--- src/core/stm16_pkg.sv ---
// stm16_pkg: register map, field layout, reset values and clock selections of the 16-bit standard timer
// assumes a byte-wide register port and one 50 MHz system clock
//
// Functional notes
// counter is 16 bits wide and only counts up on each selected clock tick
// compare P holds 8 bits and matches the counter's top byte
// compare A holds 16 bits and matches only the full count
// software cannot write the count; its only software clear is a run-enable rising edge
// counter clears on overflow or on a match from the selected comparator
// count is read through low and high read-only bytes; writes are ignored
// pause bit holds the count; clearing it resumes from the held value
// clock select picks sys/4, sys, high/16, high/64, sub, or external rising/falling edge
// instance zero has no external clock pin; edge selections are unavailable there
// run-enable low stops counting; rising edge clears count; falling edge keeps it
// run-enable rising edge restores output pin to its initial level in output modes
// mode field: 00 compare output, 01 capture, 10 pwm or single pulse, 11 timer
// software turns the timer off before changing the mode field
// output pin level is undefined in timer/counter mode
// control 0 bits 2 to 0 always read zero and ignore writes
// compare low byte write loads a buffer; high byte write transfers it
// high byte read copies paired low byte into the buffer; low read returns buffer
// compare P zero gives 65536 clock period; 1 to 255 gives value times 256
// clear source bit 1 clears on compare A; 0 on compare P or overflow
// each comparator match raises its own single-cycle request flag; the core flags compare A only when nonzero, compare P only as clear source

package stm16_pkg;

  // ********************************************************
  // register offsets
  // ********************************************************
  localparam logic [2:0] STM16_OFS_CTRL0 = 3'h0;
  localparam logic [2:0] STM16_OFS_CTRL1 = 3'h1;
  localparam logic [2:0] STM16_OFS_CNT_LO = 3'h2;
  localparam logic [2:0] STM16_OFS_CNT_HI = 3'h3;
  localparam logic [2:0] STM16_OFS_CMPA_LO = 3'h4;
  localparam logic [2:0] STM16_OFS_CMPA_HI = 3'h5;
  localparam logic [2:0] STM16_OFS_CMPP = 3'h6;

  // ********************************************************
  // field positions and reset values
  // ********************************************************
  localparam int STM16_C0_PAUSE = 7;
  localparam int STM16_C0_CKSEL_LSB = 4;
  localparam int STM16_C0_RUN = 3;
  localparam logic [7:0] STM16_C0_IMPL_MASK = 8'hF8;
  localparam int STM16_C1_MODE_LSB = 6;
  localparam int STM16_C1_INIT_LVL = 3;
  localparam int STM16_C1_CLR_SRC = 0;
  localparam logic [7:0] STM16_RESET_BYTE = 8'h00;

  // ********************************************************
  // timing
  // ********************************************************
  localparam int STM16_SYS_CLK_HZ = 50000000;
  localparam int STM16_HIGH_DIV = 16;
  localparam int STM16_HIGH_DIV2 = 64;
  localparam int STM16_SYS_DIV = 4;
  localparam int STM16_DIV_W = 6;

  typedef enum logic [2:0] {
    STM16_CK_SYS4, STM16_CK_SYS, STM16_CK_HI16, STM16_CK_HI64,
    STM16_CK_SUB0, STM16_CK_SUB1, STM16_CK_EXT_RISE, STM16_CK_EXT_FALL
  } stm16_cksel_e;

  typedef enum logic [1:0] {
    STM16_MODE_CMP_OUT, STM16_MODE_CAPTURE, STM16_MODE_PWM, STM16_MODE_TIMER
  } stm16_mode_e;

  typedef struct packed {
    logic [2:0] addr;
    logic [7:0] wdata;
    logic wr;
    logic rd;
  } stm16_bus_s;

  typedef struct packed {
    logic match_a;
    logic match_p;
    logic overflow;
  } stm16_event_s;

endpackage : stm16_pkg

--- src/core/stm16_tick_gen.sv ---
// stm16_tick_gen: builds the one-cycle count enable from the selected clock source
// assumes sub-clock and external pin inputs are synchronous to clk_in
`timescale 1ns/1ps
module stm16_tick_gen #(
  parameter bit HAS_EXT_PIN = 1'b1
) (
  input wire logic clk_in,
  input wire logic reset_in,
  input wire logic [2:0] sel_in,
  input wire logic high_tick_in,
  input wire logic sub_tick_in,
  input wire logic ext_pin_in,
  output logic tick_out
);

  logic [stm16_pkg::STM16_DIV_W-1:0] div_cnt;
  logic [stm16_pkg::STM16_DIV_W-1:0] high_cnt;
  logic ext_prev;
  logic next_tick;

  always_ff @(posedge clk_in) begin
    if (reset_in) begin
      div_cnt <= '0;
    end else begin
      div_cnt <= div_cnt + 1'b1;
    end
  end

  always_ff @(posedge clk_in) begin
    if (reset_in) begin
      high_cnt <= '0;
    end else if (high_tick_in) begin
      high_cnt <= high_cnt + 1'b1;
    end
  end

  always_ff @(posedge clk_in) begin
    if (reset_in) begin
      ext_prev <= 1'b0;
    end else begin
      ext_prev <= ext_pin_in;
    end
  end

  always_comb begin
    next_tick = 1'b0;
    unique case (stm16_pkg::stm16_cksel_e'(sel_in))
      stm16_pkg::STM16_CK_SYS4: next_tick = (div_cnt[1:0] == 2'h3);
      stm16_pkg::STM16_CK_SYS: next_tick = 1'b1;
      stm16_pkg::STM16_CK_HI16: next_tick = high_tick_in && (high_cnt[3:0] == 4'hF);
      stm16_pkg::STM16_CK_HI64: next_tick = high_tick_in && (high_cnt == 6'h3F);
      stm16_pkg::STM16_CK_SUB0, stm16_pkg::STM16_CK_SUB1: next_tick = sub_tick_in;
      stm16_pkg::STM16_CK_EXT_RISE: next_tick = HAS_EXT_PIN && ext_pin_in && !ext_prev;
      stm16_pkg::STM16_CK_EXT_FALL: next_tick = HAS_EXT_PIN && !ext_pin_in && ext_prev;
    endcase
  end

  always_ff @(posedge clk_in) begin
    if (reset_in) begin
      tick_out <= 1'b0;
    end else begin
      tick_out <= next_tick;
    end
  end

endmodule : stm16_tick_gen

--- src/core/stm16_timer.sv ---
// stm16_timer: 16-bit standard timer core with compare A / compare P and byte register port
// assumes one clock, synchronous reset, and a master that never issues read and write together
`timescale 1ns/1ps
module stm16_timer #(
  parameter bit HAS_EXT_PIN = 1'b1
) (
  input wire logic clk_in,
  input wire logic reset_in,
  input wire logic [2:0] addr_in,
  input wire logic [7:0] wdata_in,
  input wire logic wr_in,
  input wire logic rd_in,
  output logic [7:0] rdata_out,
  input wire logic high_tick_in,
  input wire logic sub_tick_in,
  input wire logic ext_clock_pin_in,
  output logic timer_out,
  output logic match_a_out,
  output logic match_p_out,
  output logic running_out
);

  // ********************************************************
  // registers
  // ********************************************************
  stm16_pkg::stm16_bus_s bus;
  logic [7:0] timer_control_0;
  logic [7:0] timer_control_1;
  logic [15:0] compare_a_value;
  logic [7:0] compare_p_value;
  logic [7:0] hold_buf;
  logic [15:0] count;
  logic run_prev;
  logic tick;
  stm16_pkg::stm16_event_s ev;
  logic run_en;
  logic pause;
  logic run_rise;
  logic count_en;
  logic clr_src;
  logic [1:0] mode;
  logic [7:0] next_rdata;

  assign bus = '{addr: addr_in, wdata: wdata_in, wr: wr_in, rd: rd_in};
  assign run_en = timer_control_0[stm16_pkg::STM16_C0_RUN];
  assign pause = timer_control_0[stm16_pkg::STM16_C0_PAUSE];
  assign clr_src = timer_control_1[stm16_pkg::STM16_C1_CLR_SRC];
  assign mode = timer_control_1[stm16_pkg::STM16_C1_MODE_LSB +: 2];
  assign run_rise = run_en && !run_prev;
  assign count_en = run_en && !pause && tick && !run_rise;

  stm16_tick_gen #(.HAS_EXT_PIN(HAS_EXT_PIN)) u_tick (
    .clk_in(clk_in),
    .reset_in(reset_in),
    .sel_in(timer_control_0[stm16_pkg::STM16_C0_CKSEL_LSB +: 3]),
    .high_tick_in(high_tick_in),
    .sub_tick_in(sub_tick_in),
    .ext_pin_in(ext_clock_pin_in),
    .tick_out(tick)
  );

  // ********************************************************
  // control registers
  // ********************************************************
  always_ff @(posedge clk_in) begin
    if (reset_in) begin
      timer_control_0 <= stm16_pkg::STM16_RESET_BYTE;
      timer_control_1 <= stm16_pkg::STM16_RESET_BYTE;
      compare_p_value <= stm16_pkg::STM16_RESET_BYTE;
    end else if (bus.wr) begin
      if (bus.addr == stm16_pkg::STM16_OFS_CTRL0) begin
        timer_control_0 <= bus.wdata & stm16_pkg::STM16_C0_IMPL_MASK;
      end
      if (bus.addr == stm16_pkg::STM16_OFS_CTRL1) begin
        timer_control_1 <= bus.wdata;
      end
      if (bus.addr == stm16_pkg::STM16_OFS_CMPP) begin
        compare_p_value <= bus.wdata;
      end
    end
  end

  // buffered compare A and shared holding buffer
  always_ff @(posedge clk_in) begin
    if (reset_in) begin
      compare_a_value <= '0;
      hold_buf <= stm16_pkg::STM16_RESET_BYTE;
    end else if (bus.wr && bus.addr == stm16_pkg::STM16_OFS_CMPA_LO) begin
      hold_buf <= bus.wdata;
    end else if (bus.wr && bus.addr == stm16_pkg::STM16_OFS_CMPA_HI) begin
      compare_a_value <= {bus.wdata, hold_buf};
    end else if (bus.rd && bus.addr == stm16_pkg::STM16_OFS_CNT_HI) begin
      hold_buf <= count[7:0];
    end else if (bus.rd && bus.addr == stm16_pkg::STM16_OFS_CMPA_HI) begin
      hold_buf <= compare_a_value[7:0];
    end
  end

  always_ff @(posedge clk_in) begin
    if (reset_in) begin
      run_prev <= 1'b0;
    end else begin
      run_prev <= run_en;
    end
  end

  // ********************************************************
  // counter and comparators
  // ********************************************************
  always_comb begin
    ev.match_a = count_en && (count == compare_a_value);
    // p match is taken on the last count below the compared top byte, so the period is the value times 256
    ev.match_p = count_en && (count[15:8] == 8'(compare_p_value - 8'h01)) && (compare_p_value != 8'h00);
    ev.overflow = count_en && (count == 16'hFFFF);
  end

  // match is checked on the tick that would advance past the compared value
  always_ff @(posedge clk_in) begin
    if (reset_in) begin
      count <= '0;
    end else if (run_rise) begin
      count <= '0;
    end else if (count_en) begin
      if (clr_src && ev.match_a) begin
        count <= '0;
      end else if (!clr_src && ev.match_p && (count[7:0] == 8'hFF)) begin
        count <= '0;
      end else begin
        count <= count + 16'h0001;
      end
    end
  end

  always_ff @(posedge clk_in) begin
    if (reset_in) begin
      match_a_out <= 1'b0;
      match_p_out <= 1'b0;
    end else begin
      match_a_out <= ev.match_a && (compare_a_value != 16'h0000);
      match_p_out <= ev.match_p && !clr_src && (count[7:0] == 8'hFF);
    end
  end

  // ********************************************************
  // output pin
  // ********************************************************
  always_ff @(posedge clk_in) begin
    if (reset_in) begin
      timer_out <= 1'b0;
    end else if (run_rise && mode != 2'(stm16_pkg::STM16_MODE_CAPTURE)
                 && mode != 2'(stm16_pkg::STM16_MODE_TIMER)) begin
      timer_out <= timer_control_1[stm16_pkg::STM16_C1_INIT_LVL];
    end else if (mode == 2'(stm16_pkg::STM16_MODE_TIMER)) begin
      timer_out <= 1'b0;
    end
  end

  always_ff @(posedge clk_in) begin
    if (reset_in) begin
      running_out <= 1'b0;
    end else begin
      running_out <= run_en && !pause;
    end
  end

  // ********************************************************
  // read port
  // ********************************************************
  always_comb begin
    next_rdata = 8'h00;
    if (bus.rd) begin
      unique case (bus.addr)
        stm16_pkg::STM16_OFS_CTRL0: next_rdata = timer_control_0 & stm16_pkg::STM16_C0_IMPL_MASK;
        stm16_pkg::STM16_OFS_CTRL1: next_rdata = timer_control_1;
        stm16_pkg::STM16_OFS_CNT_LO: next_rdata = hold_buf;
        stm16_pkg::STM16_OFS_CNT_HI: next_rdata = count[15:8];
        stm16_pkg::STM16_OFS_CMPA_LO: next_rdata = hold_buf;
        stm16_pkg::STM16_OFS_CMPA_HI: next_rdata = compare_a_value[15:8];
        stm16_pkg::STM16_OFS_CMPP: next_rdata = compare_p_value;
        default: next_rdata = 8'h00;
      endcase
    end
  end

  always_ff @(posedge clk_in) begin
    if (reset_in) begin
      rdata_out <= 8'h00;
    end else begin
      rdata_out <= next_rdata;
    end
  end
endmodule : stm16_timer

--- config.mk ---
export PLATFORM = sky130hd
export DESIGN_NAME = stm16_timer
export DESIGN_NICKNAME = d
export VERILOG_FILES = /design/src/core/stm16_pkg.sv /design/src/core/stm16_tick_gen.sv /design/src/core/stm16_timer.sv
export SDC_FILE = /design/constraint.sdc
export NUM_CORES = 1
export LEC_CHECK = 0
export BUFFER_PORTS_ARGS = -buffer_cell sky130_fd_sc_hd__buf_2
export CAP_MARGIN = 20
export CORE_MARGIN = 2
export CORE_UTILIZATION = 48
export DETAILED_ROUTE_END_ITERATION = 7
export PLACE_DENSITY = 0.71
export SYNTH_ARGS = -nofsm -noshare
export SYNTH_HDL_FRONTEND = slang
export SYNTH_SLANG_ARGS = --single-unit
--- constraint.sdc ---
create_clock -name clk_in -period 3.4 [get_ports clk_in]
set_input_delay 0.51 -clock clk_in [delete_from_list [all_inputs] [get_ports clk_in]]
set_output_delay 0.51 -clock clk_in [all_outputs]
set_load 0.005 [all_outputs]
==> qor.txt, run 1 <==
DRC Markers -> 0
first-pass GRT wire length -> 20,230 um
Fmax -> 0.4017 GHz
Max Slew Vio Count -> 0
CP top delay family -> simple AND/OR/NAND/NOR gates
row cnt -> 35
Synth area leader -> dfxtp_1
WL/cell -> 18.21 um
GRT Total Usage -> 25.61%
filler instances -> 853
hold wc startpoint -> ext_clock_pin_in
hold-fix buffers at CTS -> 0
TritonCTS clock tree -> built
post-CTS setup buffer count -> 0
fraction of registers with async set/reset -> 0%
endpoints failing hold -> 0
Critical Path Source -> compare_p_value[0]
Syn. warnings -> 0
Max VDD drop -> 213.5 uV
WP data required -> 3640 ps
DP Worst Slack -> 879.2 ps
final worst setup slack -> 910.6 ps
Mapped Area -> 4462 um^2
die area -> 10,080 um^2
clk slew on worst S/H paths -> 100 ps
PortBufs -> 29
Hold Crit Class -> in -> reg
Synth Net Count -> 576
antenna cells -> 0
adder-cell area share of the yosys netlist -> 1.402%
CTS resizes -> 0
final setup vio count -> 0
Yosys top cell area share -> 37.69%
number of synthesized flops with an enable pin -> 0
Worst EP arrival -> 2730 ps
mux cell area share after synthesis -> 6.786%
P_leak -> 0.001859 uW
DPL Wire Length -> 8729 um
Max-slew headroom -> 34.31%
hold slack final -> 380.0 ps
Clock Path Buffers -> 2
r2r startpoint -> compare_p_value[0]
Worst setup EP type -> flip-flop
aggregate routed wire length -> 12,250 um
fin nets -> 580
Layout Skew -> 14.22 ps
kind of critical path -> reg -> reg
Worst Tran Pin Value -> 983.2 ps
Synth Area in XOR/XNOR -> 6.254%
initial antenna violation count -> 0
Synth Area in Compound Gates -> 17.16%
crit-path max FO -> 9
total gr overflow -> 0
Vias/cell -> 6.056
RePlAce Congestion -> 0.9404
status -> complete, no violations
Skew-Pair Late Insertion Delay -> 370 ps
Die W -> 100.4 um
Multi-input gate area -> 2595 um^2
post-route ant nets -> 0
Yosys cell types -> 55
Post-DP Area -> 4606 um^2
total negative slack -> 0 ps
share of post-route cells with drive strength above 1 -> 10.14%
I/O pin count -> 30
Layout Area Growth over Synthesis -> 7.824%
Die Ht -> 100.4 um
worst-path cell chain -> inv_1 > ha_1 > xnor2_1 > nor4_2 > o2111ai_1 > or4_4 > a32oi_1 > a21oi_1
RSZ-0062 raised after global routing -> no
Post-Synth Simple-Gate Area -> 26.56%
Slowest-stage cell, CP -> or4_4
sequential cell area fraction in the yosys report -> 37.69%
routed via count -> 4,076
Mean Syn Cell Area -> 8.068 um^2
Clock Sinks -> 84
Area contributors post-synth -> dfxtp_1 (38%), nand2_1 (8.0%), mux2i_1 (6.3%), a21oi_1 (5.3%), xnor2_1 (4.3%)
H-tree Lvls -> 3
Initial Util -> 48.98%
largest net degree at the start of global routing -> 60
Worst setup SP type -> flip-flop
WP buf/inv -> 1
Period minus WS final -> 2489 ps
first-iteration detailed-routing DRC count -> 271
Post-Syn Instances -> 553
vias in the first global route -> 3,848
largest family of logic cells by synthesized area -> simple AND/OR/NAND/NOR gates
core box area -> 9109 um^2
cell area power density -> 399.4 nW/um^2
post-synthesis register bit count -> 84
CP max stage delay -> 630 ps
Root Driver -> clkbuf_8
Max Cap Violations -> 0
register area -> 1682 um^2
total CTS buffers -> 9
Finished Cell Area -> 4811 um^2
final worst path period share -> 73.22%
most frequently used flop master after synthesis -> dfxtp_1
First-pass DRT Iterations -> 5
[placed cells by master, fill, tap and decap left out, types with 8 or more instances in the layout]
master,instances
a211oi_1,14
a21o_1,9
a21oi_1,47
buf_2,29
clkbuf_8,9
dfxtp_1,84
mux2i_1,28
nand2_1,95
nand3_1,19
nand4_1,15
nor2_1,45
nor2b_1,9
o21ai_0,11
or3_1,10
xnor2_1,22
xor2_1,8
[Yosys cell counts (all sizes together), types with 2 or more instances]
master and count:
and2 3, nand3b 4, xor2 8, nand2 95, nand4 15, nand2b 4
buf 12, o21a 4, nor4 11, o211ai 3, a31oi 6, clkbuf 27
and4 2, nand3 19, nand4b 3, a211oi 14, a32oi 4, nor2 45
o21ai 11, or3 10, xnor2 23, o211a 2, mux2 2, a21oi 47
a21o 9, dfxtp 84, a221oi 2, nor3 5, inv 6, o22ai 4
and3 5, or4 2, nor3b 3, a22o 3, nor2b 9, a22oi 5
ha 5, mux2i 28
[registers in the layout, summed over array words and instances, names as in the netlist, 2 cells and up]
name	flops
compare_a_value	16
compare_p_value	8
count	16
hold_buf	8
rdata_out	8
timer_control_0	5
timer_control_1	8
u_tick.div_cnt	2
u_tick.high_cnt	6
[per-layer routing]
layer	share of wire (%)	GRT usage, %	up-vias
met1	44	33.88	1908
met5	0	0	-
met2	46	41.25	160
li1	-	-	1974
met3	6.5	4.318	34
met4	3.1	11.06	0
[path summary, 6_finish.rpt]
check                       to  cells past startpoint  slack, ps
max                  count[12]                      8        910
max reg2reg          count[12]                      8        910
min            u_tick.ext_prev                      2        380
min reg2reg  u_tick.div_cnt[0]                      1        430
[report_power, final]
part           internal (uW)  total [uW]  switching (uW)
sequential               998        1010            15.9
combinational           51.5         148            96.7
clock                    353         759             407
[layout make-up]
type                       instances  area share, %
multi-input combinational        424          53.94
sequential                        84          34.95
timing repair buffer              32          3.485
tap                              111          2.887
clock buffer                       9          2.575
clock inverter                     7          1.691
inverter                           6         0.4681
[logic make-up after synthesis]
| kind of cell | Yosys count |
|---|---|
| simple gates | 238 |
| mux | 30 |
| fa+ha+maj | 5 |
| xor+xnor | 31 |
| flops | 84 |
| compound gates | 120 |
| buf+inv | 45 |
[metrics by stage]
stage | power (uW) | utilization (%) | std cells
after floorplan | 1133 | - | 553
after global placement | 1178 | 50.56 | 657
after detailed placement | 1182 | 50.56 | 657
after CTS | 1928 | 52.82 | 673
after global routing | 1992 | 52.82 | 673
final | 1922 | 52.82 | 673
Note: power is estimated with default switching activity, not from simulation.
==> run 2: changes to the inputs <==
--- a/config.mk
+++ b/config.mk
@@ -5,12 +5,13 @@
 export SDC_FILE = /design/constraint.sdc
 export NUM_CORES = 1
 export LEC_CHECK = 0
+export ABC_AREA = 1
 export BUFFER_PORTS_ARGS = -buffer_cell sky130_fd_sc_hd__buf_2
 export CAP_MARGIN = 20
 export CORE_MARGIN = 2
 export CORE_UTILIZATION = 48
 export DETAILED_ROUTE_END_ITERATION = 7
-export PLACE_DENSITY = 0.71
+export PLACE_DENSITY = 0.73
 export SYNTH_ARGS = -nofsm -noshare
 export SYNTH_HDL_FRONTEND = slang
 export SYNTH_SLANG_ARGS = --single-unit
==> constraint.sdc (replaced) <==
create_clock -name clk_in -period 2.05 [get_ports clk_in]
set_input_delay 0.3075 -clock clk_in [delete_from_list [all_inputs] [get_ports clk_in]]
set_output_delay 0.3075 -clock clk_in [all_outputs]
set_load 0.005 [all_outputs]
==> qor.txt, run 2 <==
status -> complete, no violations
commonest non-fill, non-tap cell in the layout -> nand2_1
Clock Sinks -> 84
most frequent cells in the layout -> nand2_1 (138), inv_1 (86), a21oi_1 (86)
CP top delay family -> simple AND/OR/NAND/NOR gates
Max VDD drop -> 510.5 uV
Post-DP Area -> 4806 um^2
Fmax -> 0.5310 GHz
Mean Syn Cell Area -> 6.732 um^2
share of post-route cells with drive strength above 1 -> 12.85%
Hold Crit Class -> in -> reg
Max Cap Violations -> 0
Synth top cells by count -> nand2_1 (138), inv_1 (87), a21oi_1 (86)
Mapped Area -> 4491 um^2
worst-path cell chain -> ha_1 > nand2_4 > nor2_4 > inv_2 > nor2_4 > o21ai_2 > nor2_2 > nand3_4 > buf_4 > nor2_1
total gr overflow -> 0
dpl cells -> 801
final setup vio count -> 0
hold-fix buffers at CTS -> 0
DPL Wire Length -> 10,070 um
Period minus WS final -> 1883 ps
core box area -> 9153 um^2
DRC Markers -> 0
Post-Syn Instances -> 667
cell mode on critical path -> nor2_4
WL/cell -> 16.61 um
WP data required -> 2350 ps
initial antenna violation count -> 0
Power, Total -> 3423 uW
post-synthesis register bit count -> 84
Worst Tran Pin Value -> 506.0 ps
Area contributors post-synth -> dfxtp_1 (37%), nand2_1 (12%), a21oi_1 (9.6%), inv_1 (7.3%), o21ai_0 (6.2%)
Synth area leader -> dfxtp_1
antenna cells -> 0
Regs by FF count -> compare_a_value: 16 flops, count: 16 flops
Finished Cell Area -> 5070 um^2
Initial Util -> 49.06%
Slowest-stage cell, CP -> dfxtp_1
final worst path period share -> 91.86%
fin nets -> 726
CP max stage delay -> 440 ps
Vias/cell -> 5.775
total CTS buffers -> 9
aggregate routed wire length -> 13,600 um
most frequently used flop master after synthesis -> dfxtp_1
WP buf/inv -> 2
I/O pin count -> 30
routed via count -> 4,730
Max-slew headroom -> 66.23%
Synth Net Count -> 690
Yosys cell types -> 32
First-pass DRT Iterations -> 6
Syn. warnings -> 0
internal reg-to-reg setup slack -> 170 ps
kind of critical path -> reg -> reg
clk slew on worst S/H paths -> 90 ps
Max Slew Vio Count -> 0
row cnt -> 35
Layout Area Growth over Synthesis -> 12.90%
post-route ant nets -> 0
RSZ-0062 raised after global routing -> no
total negative slack -> 0 ps
PortBufs -> 29
Root Driver -> clkbuf_8
most frequent cell after synthesis -> nand2_1
P_leak -> 0.002175 uW
number of synthesized flops with an enable pin -> 0
die area -> 10,140 um^2
GRT Total Usage -> 27.42%
Die Ht -> 100.7 um
fin cells -> 819
Die W -> 100.7 um
Skew-Pair Late Insertion Delay -> 370 ps
first-iteration detailed-routing DRC count -> 408
Worst EP arrival -> 2180 ps
H-tree Lvls -> 3
crit-path max FO -> 7
Worst setup SP type -> flip-flop
vias in the first global route -> 4,290
TritonCTS clock tree -> built
RePlAce Congestion -> 0.8965
endpoints failing hold -> 0
cell area power density -> 675.1 nW/um^2
largest net degree at the start of global routing -> 40
sequential cell area fraction in the yosys report -> 37.45%
Clock Path Buffers -> 2
Worst setup EP type -> flip-flop
Yosys top cell area share -> 37.45%
first-pass GRT wire length -> 21,680 um
fraction of registers with async set/reset -> 0%
hold slack final -> 182.9 ps
Layout Skew -> 11.97 ps
-- run 2: kinds of logic after synthesis --
group,after synthesis,synth area share (%)
simple gates,266,26.19
buf+inv,120,10.98
compound gates,177,21.06
flops,84,37.45
xor+xnor,15,2.925
fa+ha+maj,5,1.393
-- run 2: tightest hold or removal path: stages --
cell    delay (ps)
buf_2           90
inv_1           50
nor2_1          70
-- run 2: cell type report --
type / instances / area (um^2)
fill: 872 / 4083
clock buffer: 9 / 123.9
sequential: 84 / 1682
tap: 111 / 138.9
multi-input combinational: 464 / 2351
inverter: 95 / 356.6
timing repair buffer: 49 / 320.3
clock inverter: 7 / 97.59
-- run 2: final timing paths --
path,from,endpoint,depth (start not counted)
setup / recovery,count[1],match_p_out,10
hold / removal,ext_clock_pin_in,u_tick.ext_prev,3
setup reg to reg,count[1],match_p_out,10
hold reg to reg,u_tick.div_cnt[0],u_tick.div_cnt[0],1
-- run 2: metrics by stage --
step | util, % | worst slack (ps)
floorplan | - | 397.0
global placement | 52.51 | 192.1
detailed placement | 52.51 | 129.5
CTS | 54.93 | 112.2
global route | 55.39 | 14.05
finish | 55.39 | 166.8
-- run 2: what timing repair did --
item,in CTS,in global routing
setup buffers,0,1
resized for setup,0,6
setup endpoints to repair,0,14
-- run 2: layer usage --
layer / track usage, % / share of wire, % / up-vias
li1: - / - / 2276
met1: 36.32 / 42 / 2166
met2: 42.67 / 46 / 240
met3: 6.311 / 8.8 / 48
met4: 12.01 / 3.8 / 0
met5: 0 / 0 / -
-- run 2: power breakdown --
| group | internal, uW | total [uW] | switching [uW] |
|---|---|---|---|
| sequential | 1680 | 1720 | 40.4 |
| combinational | 117 | 351 | 234 |
| clock | 692 | 1350 | 658 |
| total | 2490 | 3420 | 932 |
